File: src/hdl/piu_pkg.sv
// piu_pkg: constants and types shared by the priority interrupt unit,
// its controller end and the testbench.
// assumes one 50 MHz clock pclk and an asynchronous active-low presetn.
//
// Function
// latch requests, encode highest active one
// compare encoded level with current status
// acknowledge low for exactly one cycle
// acknowledge needs request, strobe, group, undisabled
// acknowledge sets disable, beating load clear
// acknowledge freezes request latch until load
// completed status load clears disable
// loaded level blocks that and lower levels
// level read enable drives level bus
// next-group enable when chain in, no group, idle
// chained units pass group enable downstream
// level and acknowledge lines only pull low
// controller strobes at end of each instruction; here irq_strobe_en is ctrl bit 0, held at the level software writes
// handler reads level, writes it back
// handler restores prior level on exit
// line zero lowest, line seven highest
// status is three-bit level, active low
// group select low: status in this group
// latches transparent while loading, not acknowledging
// open-collector outputs modelled as drive enables
package piu_pkg;
  // ---------------------------------------------------------------------
  // register map of the controller end (byte offsets on apb, 4 apart)
  // ---------------------------------------------------------------------
  localparam logic [11:0] PIU_CTRL_OFS   = 12'h000;
  localparam logic [11:0] PIU_STATUS_OFS = 12'h004;
  localparam logic [11:0] PIU_CMD_OFS    = 12'h008;
  localparam logic [11:0] PIU_LEVEL_OFS  = 12'h00c;

  // ctrl fields
  localparam int PIU_CTRL_STB_BIT   = 0;
  localparam int PIU_CTRL_GRP_BIT   = 1;
  localparam int PIU_CTRL_LVL_LSB   = 4;
  // cmd fields: write 1 to start an action
  localparam int PIU_CMD_LOAD_BIT   = 0;
  localparam int PIU_CMD_READ_BIT   = 1;
  // status fields
  localparam int PIU_ST_ACK_BIT     = 0;
  localparam int PIU_ST_BUSY_BIT    = 1;
  localparam int PIU_ST_LVL_LSB     = 4;

  localparam logic [31:0] PIU_CTRL_RST = 32'h0000_0000;
  localparam logic [2:0]  PIU_LVL_RST  = 3'h0;

  typedef enum logic [1:0] {PIU_IDLE, PIU_DRIVE, PIU_DONE} piu_state_t;
endpackage

File: src/hdl/piu_link_if.sv
// piu_link_if: wires between one priority unit and its controller.
// assumes the bench resolves open-collector lines from the drive enables.
`timescale 1ns/1ps
interface piu_link_if;
  logic [7:0] irq_req_n;
  logic [2:0] cur_status_in_n;
  logic       status_group_sel_n;
  logic       status_load_en_n;
  logic       irq_strobe_en;
  logic       level_read_en_n;
  logic       group_enable_in;
  logic       group_enable_out;
  logic       irq_ack_oe;
  logic [2:0] req_level_oe;
  logic       irq_ack_n;
  logic [2:0] req_level_out_n;

  modport unit (input irq_req_n, cur_status_in_n, status_group_sel_n, status_load_en_n,
                input irq_strobe_en, level_read_en_n, group_enable_in,
                input irq_ack_n, req_level_out_n,
                output group_enable_out, irq_ack_oe, req_level_oe);
  modport ctrl (output cur_status_in_n, status_group_sel_n, status_load_en_n,
                output irq_strobe_en, level_read_en_n,
                input irq_ack_n, req_level_out_n, group_enable_out);
endinterface

File: src/hdl/piu_ctrl.sv
// piu_ctrl: apb-driven controller end of the priority unit link.
// assumes a single apb master; pready is always high (zero wait).
//
// Our own choices: the address map and the APB slave port.
`timescale 1ns/1ps
module piu_ctrl
  import piu_pkg::*;
(
  input  wire logic        pclk,
  input  wire logic        presetn,
  input  wire logic        psel,
  input  wire logic        penable,
  input  wire logic        pwrite,
  input  wire logic [11:0] paddr,
  input  wire logic [31:0] pwdata,
  output logic      [31:0] prdata,
  output logic             pready,
  output logic             pslverr,
  piu_link_if.ctrl         link
);
  logic [31:0] ctrl;
  logic        ack_seen;
  logic [2:0]  level;
  logic        load_n;
  logic        read_n;
  logic [1:0]  hold;
  piu_state_t  state;

  wire wr      = psel && penable && pwrite;
  wire rd      = psel && !penable && !pwrite;
  wire wr_ctrl = wr && (paddr == PIU_CTRL_OFS);
  wire wr_cmd  = wr && (paddr == PIU_CMD_OFS) && (state == PIU_IDLE);
  wire mapped  = (paddr == PIU_CTRL_OFS) || (paddr == PIU_STATUS_OFS) ||
                 (paddr == PIU_CMD_OFS) || (paddr == PIU_LEVEL_OFS);
  wire [31:0] status_word = {25'h0, level, 2'h0, (state != PIU_IDLE), ack_seen};
  wire [31:0] rd_word = (paddr == PIU_CTRL_OFS)   ? ctrl :
                        (paddr == PIU_STATUS_OFS) ? status_word :
                        (paddr == PIU_LEVEL_OFS)  ? {29'h0, level} : 32'h0;

  always_ff @(posedge pclk or negedge presetn) begin
    if (!presetn) begin
      ctrl <= PIU_CTRL_RST;
    end else if (wr_ctrl) begin
      ctrl <= pwdata;
    end
  end

  always_ff @(posedge pclk or negedge presetn) begin
    if (!presetn) begin
      prdata  <= 32'h0;
      pready  <= 1'b1;
      pslverr <= 1'b0;
    end else begin
      pready  <= 1'b1;
      prdata  <= rd ? rd_word : prdata;
      pslverr <= psel && !penable && !mapped;
    end
  end

  // acknowledge pulse is sticky; a new one wins over a status read clear
  always_ff @(posedge pclk or negedge presetn) begin
    if (!presetn) begin
      ack_seen <= 1'b0;
    end else if (!link.irq_ack_n) begin
      ack_seen <= 1'b1;
    end else if (psel && penable && !pwrite && paddr == PIU_STATUS_OFS) begin
      ack_seen <= 1'b0;
    end
  end

  // one-shot load or read strobe, held two cycles so the bus settles
  always_ff @(posedge pclk or negedge presetn) begin
    if (!presetn) begin
      state  <= PIU_IDLE;
      load_n <= 1'b1;
      read_n <= 1'b1;
      hold   <= 2'h0;
      level  <= PIU_LVL_RST;
    end else begin
      case (state)
        PIU_IDLE: begin
          if (wr_cmd && (pwdata[PIU_CMD_LOAD_BIT] || pwdata[PIU_CMD_READ_BIT])) begin
            load_n <= !pwdata[PIU_CMD_LOAD_BIT];
            read_n <= !pwdata[PIU_CMD_READ_BIT];
            hold   <= 2'h1;
            state  <= PIU_DRIVE;
          end
        end
        PIU_DRIVE: begin
          if (hold == 2'h0) begin
            if (!read_n) begin
              level <= ~link.req_level_out_n;
            end
            load_n <= 1'b1;
            read_n <= 1'b1;
            state  <= PIU_DONE;
          end else begin
            hold <= hold - 2'h1;
          end
        end
        PIU_DONE: state <= PIU_IDLE;
        default:  state <= PIU_IDLE;
      endcase
    end
  end

  assign link.irq_strobe_en      = ctrl[PIU_CTRL_STB_BIT];
  assign link.status_group_sel_n = !ctrl[PIU_CTRL_GRP_BIT];
  assign link.cur_status_in_n    = ~ctrl[PIU_CTRL_LVL_LSB +: 3];
  assign link.status_load_en_n   = load_n;
  assign link.level_read_en_n    = read_n;
endmodule

File: src/flat_wrapper.sv
// flat-port wrapper written by rule: the top's interface ports become plain ports
module piu_ctrl_flat import piu_pkg::*;
  (pclk, presetn, psel, penable, pwrite, paddr, pwdata, prdata, pready, pslverr, link_cur_status_in_n, link_status_group_sel_n, link_status_load_en_n, link_irq_strobe_en, link_level_read_en_n, link_irq_ack_n, link_req_level_out_n, link_group_enable_out);
  piu_link_if link_i ();
  input  wire logic pclk;
  input  wire logic presetn;
  input  wire logic psel;
  input  wire logic penable;
  input  wire logic pwrite;
  input  wire logic [11:0] paddr;
  input  wire logic [31:0] pwdata;
  output logic      [31:0] prdata;
  output logic pready;
  output logic pslverr;
  output wire logic [$bits(link_i.cur_status_in_n)-1:0] link_cur_status_in_n;
  output wire logic [$bits(link_i.status_group_sel_n)-1:0] link_status_group_sel_n;
  output wire logic [$bits(link_i.status_load_en_n)-1:0] link_status_load_en_n;
  output wire logic [$bits(link_i.irq_strobe_en)-1:0] link_irq_strobe_en;
  output wire logic [$bits(link_i.level_read_en_n)-1:0] link_level_read_en_n;
  input wire logic [$bits(link_i.irq_ack_n)-1:0] link_irq_ack_n;
  input wire logic [$bits(link_i.req_level_out_n)-1:0] link_req_level_out_n;
  input wire logic [$bits(link_i.group_enable_out)-1:0] link_group_enable_out;
  assign link_cur_status_in_n = link_i.cur_status_in_n;
  assign link_status_group_sel_n = link_i.status_group_sel_n;
  assign link_status_load_en_n = link_i.status_load_en_n;
  assign link_irq_strobe_en = link_i.irq_strobe_en;
  assign link_level_read_en_n = link_i.level_read_en_n;
  assign link_i.irq_ack_n = link_irq_ack_n;
  assign link_i.req_level_out_n = link_req_level_out_n;
  assign link_i.group_enable_out = link_group_enable_out;
  piu_ctrl u_core (.pclk(pclk), .presetn(presetn), .psel(psel), .penable(penable), .pwrite(pwrite), .paddr(paddr), .pwdata(pwdata), .prdata(prdata), .pready(pready), .pslverr(pslverr), .link(link_i));
endmodule
File: config.mk
export PLATFORM = sky130hd
export DESIGN_NAME = piu_ctrl_flat
export DESIGN_NICKNAME = d
export VERILOG_FILES = /design/src/hdl/piu_pkg.sv /design/src/hdl/piu_link_if.sv /design/src/hdl/piu_ctrl.sv /design/src/flat_wrapper.sv
export SDC_FILE = /design/constraint.sdc
export NUM_CORES = 1
export LEC_CHECK = 0
export BUFFER_PORTS_ARGS = -buffer_cell sky130_fd_sc_hd__buf_2
export CAP_MARGIN = 30
export CORE_ASPECT_RATIO = 0.5
export CORE_MARGIN = 1
export CORE_UTILIZATION = 50
export DETAILED_ROUTE_END_ITERATION = 8
export GPL_TIMING_DRIVEN = 1
export MAX_ROUTING_LAYER = met4
export PLACE_DENSITY = 0.9
export SYNTH_ARGS = -nofsm -noshare
export SYNTH_HDL_FRONTEND = slang
export SYNTH_SLANG_ARGS = --single-unit
File: constraint.sdc
create_clock -name pclk -period 1.7 [get_ports pclk]
set_input_delay 0.17 -clock pclk [delete_from_list [all_inputs] [get_ports pclk]]
set_output_delay 0.17 -clock pclk [all_outputs]
set_load 0.005 [all_outputs]
== After elaboration in Yosys (flattened, before gate mapping) ==
Index checks and enable logic that the tools add are counted.

* Add/sub/neg operators: 1
* Bitwise gates (word level): 3
* Mux-type cells: 15
* Equality and inequality tests: 8
* Reductions and logical operators: 30

{| class="wikitable"
|+ Operators with widths
! operator !! count
|-
| $mux 32 || 2
|-
| $eq 12x4->1 const B || 2
|-
| $eq 12x3->1 const B || 1
|-
| $logic_not 12->1 || 1
|-
| $logic_and 1x1->1 || 11
|-
| $reduce_and 3->1 || 3
|-
| $pmux 2 s2 || 2
|-
| $logic_not 1->1 || 6
|-
| $mux 2 || 3
|-
| $not 3->3 || 2
|-
| $mux 1 || 5
|-
| $logic_not 2->1 || 2
|-
| $logic_or 1x1->1 || 4
|-
| $ne 2x1->1 const B || 2
|-
| $ne 2x2->1 const B || 2
|-
| $pmux 1 s2 || 2
|-
| $reduce_bool 2->1 || 2
|-
| $mux 3 || 1
|-
| $eq 2x1->1 const B || 1
|-
| $reduce_and 2->1 || 1
|-
| $sub 2x1->2 const B || 1
|-
| $not 1->1 || 1
|}

* Input port bits: 54
* Bits in registers: 75
* Logic and storage cells: 66
* Output and inout bits: 41

== Depth between registers and ports, before layout ==
Gate-level depths: netlist of the first run.

* Depth after elaboration: 7
* Mapped depth: 6
* Mapped depth without buffers: 5

== Worst setup path after synthesis of the first run ==
Ideal clock, no wire load.

* Path type: input -> register
* Start: in paddr[3]
* End: reg u_core.ctrl[29]
* Library setup time: 125 ps
* Stages: 5
* Arrival: 1893 ps
* Buffers on the path: 2
* Slack: -318 ps
* Required time: 1575 ps
* Path through: buf_2 or4_4 nor4_4 buf_4 mux2_2

* Longest elaborated chain between the ends: 2

{| class="wikitable"
|+ RTL lines
! what !! line !! text
|-
| start: declaration || flat_wrapper.sv:10 || <nowiki>input wire logic [11:0] paddr;</nowiki>
|-
| $logic_not 12->1 || piu_ctrl.sv:31 || <nowiki>wire wr_ctrl = wr && (paddr == PIU_CTRL_OFS);</nowiki>
|-
| $logic_and 1x1->1 || piu_ctrl.sv:31 ||
|-
| end signal: assignment || piu_ctrl.sv:44 || <nowiki>ctrl <= pwdata;</nowiki>
|-
| end: declaration || piu_ctrl.sv:21 || <nowiki>logic [31:0] ctrl;</nowiki>
|}

Every way passes these cells.
A chain may end at the register's enable or synchronous reset.

== Final worst setup path of the first run ==
* Start: in paddr[7]
* End: reg u_core.ctrl[26]

The elaborated chain is that of the path after synthesis.

==> flow_summary.json, run 1 <==
{
  "crit_path_end": "u_core.ctrl[26]",
  "cp_num_cells": 6,
  "synth_top_area_cell": "dfrtp_1",
  "ff2ff_path_depth": 4,
  "timing.fmax_mhz": 600.9,
  "setup_viol": 0,
  "io_buffers": 92,
  "slew_violations": 0,
  "clock-sinks": 75,
  "cts_root_buf": "clkbuf_16",
  "drtIter0Drc": 131,
  "rsz0062_at_grt": "true",
  "p_leak_nw": 2.122,
  "switching_power_w": 0.0008017,
  "yosys.cell_types.count": 37,
  "setup_tns_ns": 0,
  "violations": "DRC",
  "use_met1_pct": 28.68,
  "ys_seq_area_share_pct": 62.66,
  "ios": 95,
  "viasPerCell": 5.539,
  "min_period_over_period_pct": 97.90,
  "avgSynthCellArea_um2": 13.45,
  "synth_nets": 278,
  "p_total_w": 0.003849,
  "setup_slack_ns": 0.03576,
  "clock_skew_ns": 0.006401,
  "drc": 4,
  "wl_um": 6989,
  "postCtsResizedCells": 0,
  "synthesis.area_um2": 2999,
  "postCtsSetupBuffers": 0,
  "clk_path_buf_depth": 2,
  "comb_power_share_pct": 4.5,
  "chipHeight_um": 56.77,
  "synth.top_cell.area_share_pct": 60.91,
  "worstPathArrival_ns": 1.88,
  "final_nets": 389,
  "hpwl_um": 4823,
  "grt_usage_pct": 25.18,
  "clkTransAtPathRegs_ns": 0.06,
  "place_ws_ns": -0.3910,
  "cts_buffers": 9,
  "cts_tree": "built",
  "num_rows": 19,
  "outcome": "complete, but fails checks",
  "critPathMaxStageDelay_ns": 0.53,
  "ant_nets": 0,
  "crit_required_ns": 1.91,
  "synth_common_cells": "dfrtp_1 (73), a22o_1 (26), mux2_2 (26)",
  "gp_congestion": 0.7968,
  "cp_num_buf_inv": 3,
  "grt_start_max_net_pins": 32,
  "synth_cells": 223,
  "wl_per_cell_um": 16.96,
  "clock_power_share_pct": 49.0,
  "hold_path_depth": 2,
  "grt_pass1_vias": 2440,
  "synth.most_common_cell": "dfrtp_1",
  "p_int_w": 0.003047,
  "worstSkewPairLatency_ns": 0.33,
  "grtUsageMet2_pct": 41.96,
  "sw_frac_of_total_pct": 20.83,
  "cp_top_family": "simple AND/OR/NAND/NOR gates",
  "syn_to_final_growth_pct": 33.67,
  "holdWs_ns": 0.01790,
  "synth-edff-count": 0,
  "synth_area_leaders": "dfrtp_1 (61%), mux2_2 (9.8%), a22o_1 (7.6%), dfstp_2 (1.8%), nand2_1 (1.6%)",
  "globalRoute.totalOverflow": 0,
  "fin_area_um2": 4009,
  "slew_headroom_pct": 62.31,
  "cap_violations": 0,
  "floorplan.initialDensity_pct": 53.23,
  "synth.ff_latch_count": 75,
  "ys.warnings.count": 0,
  "drive_above_1_share_pct": 47.20,
  "async_flop_share_pct": 100.0,
  "grt_pass1_wl_um": 11590,
  "rrSetupSlack_ns": 0.23,
  "n_antenna_cell": 0,
  "design.die.area_um2": 6331,
  "antenna_found_initial": 0,
  "seqPwrFrac_pct": 46.5,
  "worst-setup-path-type": "in -> reg",
  "crit_path_top_delay_cell": "or4_4",
  "first_pass_iters": 8,
  "r2r_end": "u_core.link.status_load_en_n",
  "grtUsageMet3_pct": 6.911,
  "core_um2": 5634,
  "power.density_nw_per_um2": 960.0,
  "cpMostUsedCell": "buf_4",
  "cp_max_fo": 16,
  "r2r-start": "u_core.state[0]",
  "peakVddDrop_uv": 626.9,
  "worstMarginPinSlew_ns": 0.5654,
  "startpoint": "paddr[7]",
  "critPathLaunchType": "primary input",
  "htreeDepth": 3,
  "endpoint_kind": "register",
  "busiest_layer": "met2",
  "hold_class": "in -> reg",
  "hold_viol": 0,
  "place_area_um2": 3674,
  "period_minus_slack_ns": 1.664,
  "ys.flop_type": "dfrtp_1",
  "die_w_um": 111.5,
  "vias": 2282,
  "worstPathCellList": "buf_2 -> or4_4 -> buf_4 -> nor4_4 -> buf_4 -> mux2_2"
}
-- flip-flops by register name, summed over array words and instances, names as in the netlist --
signal and flops:
u_core.ctrl 32, u_core.prdata 32, u_core.level 3, u_core.hold 2, u_core.state 2, u_core.ack_seen 1, u_core.link.level_read_en_n 1, u_core.link.status_load_en_n 1
u_core.pslverr 1
-- power groups by stage --
stage | Combinational [W] | Sequential, W | Clock (W)
detailed placement | 0.000167 | 0.00182 | 0
floorplan | 0.0000406 | 0.00182 | 0
global route | 0.000193 | 0.00179 | 0.00199
CTS | 0.000176 | 0.00179 | 0.00192
finish | 0.000173 | 0.00179 | 0.00189
global placement | 0.000160 | 0.00182 | 0
-- how the worst min path moves through the flow --
stage,startpoint,to,slack [ns]
final,link_req_level_out_n[2],u_core.level[2],0.02
after global routing,link_req_level_out_n[2],u_core.level[2],0.005
after CTS,link_req_level_out_n[2],u_core.level[2],0.004
after detailed placement,presetn,u_core.ctrl[23],0.19
after global placement,presetn,u_core.ctrl[26],0.18
after floorplan,presetn,u_core.ack_seen,-0.13
-- area by class of cell --
| type | count | area (um2) |
|---|---|---|
| Inverter | 7 | 26.28 |
| Clock inverter | 4 | 48.80 |
| Timing Repair Buffer | 114 | 660.6 |
| Fill cell | 367 | 1625 |
| Clock buffer | 12 | 246.5 |
| Sequential cell | 75 | 1879 |
| Multi-Input combinational cell | 127 | 1056 |
| Tap cell | 73 | 91.34 |
-- metrics by stage --
| stage | std cells | utilization [%] |
|---|---|---|
| 2_1_floorplan | 223 | - |
| 3_3_place_gp | 392 | 65.20 |
| 3_5_place_dp | 392 | 65.20 |
| 4_1_cts | 412 | 71.15 |
| 5_1_grt | 412 | 71.15 |
| 6_report | 412 | 71.15 |
-- cells by family (layout without fill, tap and decap cells) --
| group | after synthesis | after routing | share of synthesized area (%) |
|---|---|---|---|
| muxes | 31 | 31 | 11.51 |
| AOI/OAI and AO/OA | 46 | 46 | 11.81 |
| adders and majority gates | 1 | 1 | 0.4171 |
| DFF | 75 | 75 | 62.66 |
| other | 1 | 1 | 0.1250 |
| and+or+nand+nor | 48 | 48 | 10.01 |
| buffers and inverters | 21 | 137 | 3.463 |
-- metal layers --
layer  wire, um  share of wire (%)
met2       3564                 51
met3        275                3.9
met1       2968                 42
met4        181                2.6
met5          0                  0
-- repair_timing --
action,CTS,global route
endpoints found under the hold margin,24,0
pin swaps,1,0
setup endpoints to repair,2,2
hold buffers,4,0
-- placed cells by master, fill, tap and decap left out, drive strengths merged, types with 2 or more instances in the layout --
cell type / netlist / layout
mux2i: 3 / 3
o31ai: 2 / 2
nor3b: 2 / 2
nand4b: 2 / 2
a21oi: 3 / 3
dfstp: 2 / 2
clkbuf: 8 / 12
nor2b: 4 / 4
nand2: 13 / 13
a22oi: 3 / 3
or4: 4 / 4
dlygate4sd3: 0 / 4
clkinv: 0 / 2
o21ai: 7 / 7
nand2b: 2 / 2
mux2: 28 / 28
nor2: 7 / 7
dfrtp: 73 / 73
a22o: 26 / 26
buf: 6 / 110
nor4: 4 / 4
inv: 7 / 8
nand3: 6 / 6
No activity file was read; power rests on OpenSTA's default activity.
==> run 2: changes to the inputs <==
--- a/config.mk
+++ b/config.mk
@@ -13,7 +13,7 @@
 export DETAILED_ROUTE_END_ITERATION = 8
 export GPL_TIMING_DRIVEN = 1
 export MAX_ROUTING_LAYER = met4
-export PLACE_DENSITY = 0.9
+export PLACE_DENSITY = 0.79
 export SYNTH_ARGS = -nofsm -noshare
 export SYNTH_HDL_FRONTEND = slang
 export SYNTH_SLANG_ARGS = --single-unit
==> run 2 against run 1 <==
Compared with the run above: the flow still finishes with violations (DRC); first-iteration DRC count decreased by 28%; critical endpoint is now u_core.ctrl[25]; worst setup slack got worse by 0.027 ns; via count decreased by 1.5%; sequential power about the same; critical path depth increased by 1; clock power about the same; design area increased by 2.1%; final cell count increased by 0.73%; non-clock buffer count increased by 4; global-route usage decreased by 1.4 points; clock skew decreased by 0.0013 ns; largest cell class unchanged.
==> flow_summary.json, run 2 (synthesis gave the netlist of run 1 again) <==
{
  "outcome": "complete, but fails checks",
  "violations": "DRC",
  "n_antenna_cell": 0,
  "chipHeight_um": 56.77,
  "cts_buffers": 9,
  "core_um2": 5634,
  "ff2ff_path_depth": 5,
  "reg_top3": "u_core.ctrl x32, u_core.prdata x32, u_core.level x3",
  "crit_path_end": "u_core.ctrl[25]",
  "drtIter0Drc": 94,
  "peakVddDrop_uv": 566.2,
  "viasPerCell": 5.417,
  "globalRoute.totalOverflow": 0,
  "first_pass_iters": 9,
  "rrSetupSlack_ns": 0.29,
  "drc": 3,
  "worstPathCellList": "buf_2 -> or4_4 -> buf_6 -> nor4_4 -> buf_6 -> clkbuf_16 -> mux2_2",
  "holdWs_ns": 0.01166,
  "drt-met1-wl_um": 3033,
  "mostFrequentLayoutCells": "buf_2 (92), dfrtp_1 (73), a22o_1 (26)",
  "top_layer": "met4",
  "wl_per_cell_um": 17.41,
  "crit_path_top_delay_cell": "or4_4",
  "ant_nets": 0,
  "r2r-start": "u_core.state[0]",
  "cap_violations": 0,
  "worstSkewPairLatency_ns": 0.33,
  "timing.fmax_mhz": 591.3,
  "setup_tns_ns": 0,
  "dr_wl_met3_um": 325,
  "r2r_end": "u_core.link.status_load_en_n",
  "crit_required_ns": 1.92,
  "cts_tree": "built",
  "floorplan.initialDensity_pct": 53.23,
  "hold_viol": 0,
  "min_period_over_period_pct": 99.49,
  "period_minus_slack_ns": 1.691,
  "hold_class": "in -> reg",
  "design.die.area_um2": 6331,
  "wl_um": 7224,
  "cp_max_fo": 8,
  "grt_pass1_wl_um": 11010,
  "critPathMaxStageDelay_ns": 0.54,
  "startpoint": "paddr[7]",
  "ios": 95,
  "num_rows": 19,
  "setup_viol": 0,
  "slew_violations": 0,
  "rsz0062_at_grt": "true",
  "nFillCells": 382,
  "place_area_um2": 3686,
  "clk_path_buf_depth": 2,
  "drive_above_1_share_pct": 48.54,
  "grt_start_max_net_pins": 32,
  "fin_area_um2": 4091,
  "antenna_found_initial": 0,
  "hpwl_um": 4691,
  "htreeDepth": 3,
  "final_nets": 393,
  "clkTransAtPathRegs_ns": 0.06,
  "syn_to_final_growth_pct": 36.42,
  "grt_pass1_vias": 2300,
  "met2WireLength_um": 3765,
  "worstPathArrival_ns": 1.91,
  "power.density_nw_per_um2": 939.7,
  "clock-sinks": 75,
  "clock_skew_ns": 0.005146,
  "cpMostUsedCell": "buf_6",
  "grt_usage_pct": 23.73,
  "gp_congestion": 0.7611,
  "io_buffers": 92,
  "p_leak_nw": 2.156,
  "final_common_cell": "buf_2",
  "critPathLaunchType": "primary input",
  "worst-setup-path-type": "in -> reg",
  "cts_root_buf": "clkbuf_16",
  "vias": 2248,
  "die_w_um": 111.5,
  "endpoint_kind": "register"
}
-- run 2: power by group --
| group | internal, W | total [W] | switching (W) |
|---|---|---|---|
| Clock | 0.00117 | 0.00188 | 0.000716 |
| Sequential | 0.00179 | 0.00179 | 0.000000936 |
| Combinational | 0.0000801 | 0.000172 | 0.0000915 |
| Total | 0.00304 | 0.00384 | 0.000808 |
-- run 2: area by class of cell --
class / count / area (um2) / area share [%]
Clock buffer: 11 / 242.7 / 5.933
Clock inverter: 4 / 51.30 / 1.254
Inverter: 7 / 26.28 / 0.6422
Multi-Input combinational cell: 127 / 1056 / 25.81
Sequential cell: 75 / 1879 / 45.93
Tap cell: 73 / 91.34 / 2.232
Timing Repair Buffer: 118 / 744.5 / 18.20
-- run 2: worst min path at each step --
stage,endpoint,startpoint,cells past startpoint
2_1_floorplan,u_core.ack_seen,presetn,0
3_5_place_dp,u_core.ctrl[18],presetn,1
4_1_cts,u_core.level[2],link_req_level_out_n[2],2
6_report,u_core.level[2],link_req_level_out_n[2],2
3_3_place_gp,u_core.ctrl[17],presetn,1
5_1_grt,u_core.level[0],link_req_level_out_n[0],2
-- run 2: per-layer routing --
layer	GRT usage, %	vias up
met2	40.80	54
li1	-	1033
met5	-	-
met1	27.60	1147
met3	6.263	14
met4	7.722	0
-- run 2: what timing repair did --
| item | 4_1_cts | 5_1_grt |
|---|---|---|
| buffers inserted | 1 | 2 |
| hold buffers | 2 | 0 |
| gates cloned | 0 | 3 |
| pin swaps | 1 | 2 |
| gates resized for setup | 0 | 2 |
| setup endpoints to repair | 2 | 23 |
| hold endpoints to repair | 17 | 0 |
-- run 2: critical path: cells and delay by family --
kind	cells	cell delay, ns
and+or+nand+nor	2	0.80
buffers and inverters	4	0.61
muxes	1	0.34
-- run 2: per-stage QoR --
stage / std cells / util [%] / setup slack (ns) / power [W]
2_1_floorplan: 223 / - / -0.3047 / 0.001862
3_3_place_gp: 392 / 65.42 / -0.2964 / 0.001983
3_5_place_dp: 392 / 65.42 / -0.3496 / 0.001989
4_1_cts: 410 / 71.13 / 0.007063 / 0.003859
5_1_grt: 415 / 72.62 / -0.02765 / 0.003958
6_report: 415 / 72.62 / 0.008680 / 0.003845
==> run 3: changes to the inputs <==
--- a/config.mk
+++ b/config.mk
@@ -5,11 +5,12 @@
 export SDC_FILE = /design/constraint.sdc
 export NUM_CORES = 1
 export LEC_CHECK = 0
+export ABC_AREA = 1
 export BUFFER_PORTS_ARGS = -buffer_cell sky130_fd_sc_hd__buf_2
 export CAP_MARGIN = 30
 export CORE_ASPECT_RATIO = 0.5
 export CORE_MARGIN = 1
-export CORE_UTILIZATION = 50
+export CORE_UTILIZATION = 51
 export DETAILED_ROUTE_END_ITERATION = 8
 export GPL_TIMING_DRIVEN = 1
 export MAX_ROUTING_LAYER = met4
==> run 3 against run 2 <==
Compared with the run above: worst hold slack improved by 0.020 ns; die area grew 5.3%; critical path depth unchanged; clock-buffer cell count increased by 1; via count grew 18%; register-to-register slack got worse by 0.03 ns; worst setup slack gained 0.25 ns; area after synthesis up 7.6%; largest cell class unchanged; the run now ends clean; combinational power hardly changed; utilization decreased by 5.7 points.
==> flow_summary.json, run 3 <==
{
  "outcome": "complete, no violations",
  "rsz0062_at_grt": "false",
  "floorplan.initialDensity_pct": 53.07,
  "wl_um": 6561,
  "setup_viol": 0,
  "syn_to_final_growth_pct": 26.06,
  "critPathLaunchType": "register",
  "final_core_util_pct": 66.89,
  "regArea_um2": 1879,
  "peakVddDrop_uv": 634.1,
  "clkTransAtPathRegs_ns": 0.05,
  "min_period_over_period_pct": 84.82,
  "htreeDepth": 3,
  "wl_per_cell_um": 11.99,
  "antenna_found_initial": 0,
  "slew_violations": 0,
  "synth.ff_latch_count": 75,
  "endpoint_kind": "register",
  "clk_path_buf_depth": 2,
  "r2r-start": "u_core.state[1]",
  "worstPathArrival_ns": 1.64,
  "yosys.cell_types.count": 25,
  "crit_required_ns": 1.90,
  "async_flop_share_pct": 100.0,
  "ios": 95,
  "worst-setup-path-type": "reg -> reg",
  "mostFrequentLayoutCells": "nand2_1 (106), buf_2 (92), dfrtp_1 (73)",
  "synth.most_common_cell": "nand2_1",
  "vias": 2649,
  "ant_nets": 0,
  "drc": 0,
  "n_antenna_cell": 0,
  "grt_start_max_net_pins": 76,
  "clock_skew_ns": 0.003362,
  "core_um2": 6081,
  "hold_class": "in -> reg",
  "gp_congestion": 0.8789,
  "synth_common_cells": "nand2_1 (107), dfrtp_1 (73), inv_1 (49)",
  "first_pass_iters": 4,
  "holdCritStartpoint": "link_req_level_out_n[2]",
  "fin_cells": 547,
  "synth_top_area_cell": "dfrtp_1",
  "power.density_nw_per_um2": 922.3,
  "synth_area_leaders": "dfrtp_1 (57%), nand2_1 (12%), o31ai_1 (6.0%), inv_1 (5.7%), o21ai_1 (4.5%)",
  "drive_above_1_share_pct": 26.14,
  "synth_nets": 416,
  "ys_seq_area_share_pct": 58.24,
  "drtIter0Drc": 173,
  "setup_tns_ns": 0,
  "grt_pass1_wl_um": 11270,
  "dp_cells": 530,
  "clock-sinks": 75,
  "cap_violations": 0,
  "grt_usage_pct": 23.21,
  "cp_max_fo": 6,
  "p_total_w": 0.003752,
  "final_common_cell": "nand2_1",
  "multi_input_area_um2": 1055,
  "synth-edff-count": 0,
  "period_minus_slack_ns": 1.442,
  "worstSkewPairLatency_ns": 0.33,
  "chipHeight_um": 58.25,
  "synth_cells": 361,
  "reg_top3": "u_core.ctrl x32, u_core.prdata x32, u_core.level x3",
  "num_rows": 20,
  "grt_pass1_vias": 2529,
  "startpoint": "u_core.state[1]",
  "final_nets": 510,
  "ys.flop_type": "dfrtp_1",
  "io_buffers": 92,
  "ys.warnings.count": 0,
  "postCtsSetupBuffers": 0,
  "cts_buffers": 9,
  "synth.top_cell.area_share_pct": 56.61,
  "design.die.area_um2": 6668,
  "cts_tree": "built",
  "nFillCells": 515,
  "viasPerCell": 4.843,
  "die_w_um": 114.5,
  "cts_root_buf": "clkbuf_16",
  "holdWs_ns": 0.03182,
  "hpwl_um": 4439,
  "timing.fmax_mhz": 693.5,
  "hold_viol": 0,
  "globalRoute.totalOverflow": 0,
  "avgSynthCellArea_um2": 8.939,
  "synthesis.area_um2": 3227,
  "p_leak_nw": 2.235
}
[run 3: cell types whose count changed in the layout (fill, tap and decap cells not counted), sizes merged, moves of 4 or more]
cell,before,now
inv,7,49
nand3,6,25
nor4,4,0
mux2,28,0
nor2,7,18
or4,4,0
buf,114,98
o21ai,7,36
a22o,26,0
nand2,13,108
o31ai,2,26
nor2b,4,0
[run 3: timing repair]
action                                  4_1_cts  5_1_grt
hold buffers                                  2        0
endpoints found under the setup margin        0        0
resized for setup                             0        0
hold endpoints to repair                     74        0
[run 3: final timing paths]
path,end,slack [ns],depth (start not counted)
setup / recovery,u_core.level[2],0.26,7
hold / removal,u_core.level[2],0.03,2
setup reg to reg,u_core.level[2],0.26,7
hold reg to reg,u_core.prdata[16],0.47,2
max in group asynchronous,u_core.link.status_load_en_n,0.94,3
min in group asynchronous,u_core.prdata[22],0.40,3
[run 3: kinds of logic after synthesis]
| logic type | synth area share, % |
|---|---|
| AO/OA/AOI/OAI | 11.79 |
| adder cells (fa/ha/maj) | 0.3877 |
| flip-flops | 58.24 |
| other | 0.1162 |
| buffers and inverters | 9.150 |
| AND/OR/NAND/NOR | 20.32 |
[run 3: through the flow]
step                instance area (um2)  worst slack [ns]
floorplan                          3227            0.4215
global route                       4068            0.1113
detailed placement                 3771            0.2676
CTS                                4068            0.2720
finish                             4068            0.2580
global placement                   3771            0.2974
[run 3: area by class of cell]
cell class / instances / area share (%)
inverters: 49 / 4.522
flip-flops and latches: 75 / 46.20
clock inverters: 3 / 0.9843
multi-input cells: 220 / 25.93
clock buffers: 12 / 5.814
well taps: 88 / 2.707
repair buffers: 100 / 13.84
[run 3: routing by layer]
layer	vias to the layer above	track usage (%)	wire length [um]
li1	1332	-	-
met1	1241	28.54	3042
met2	67	37.40	3149
met3	9	6.276	277
met4	0	8.534	92
met5	-	-	0
[run 3: power breakdown]
group | switching (W) | total (W) | leakage (nW) | internal (W)
Sequential | 0.00000248 | 0.00180 | 0.855 | 0.00179
Combinational | 0.0000988 | 0.000171 | 1.24 | 0.0000720
Clock | 0.000661 | 0.00178 | 0.136 | 0.00112
[run 3: critical path, cell delays in order, from the launching register on]
cell	delay (ns)
dfrtp_1	0.39
nor2_2	0.17
inv_1	0.11
nor2_2	0.10
inv_1	0.08
or2_0	0.30
nand2_1	0.10
o21ai_0	0.07
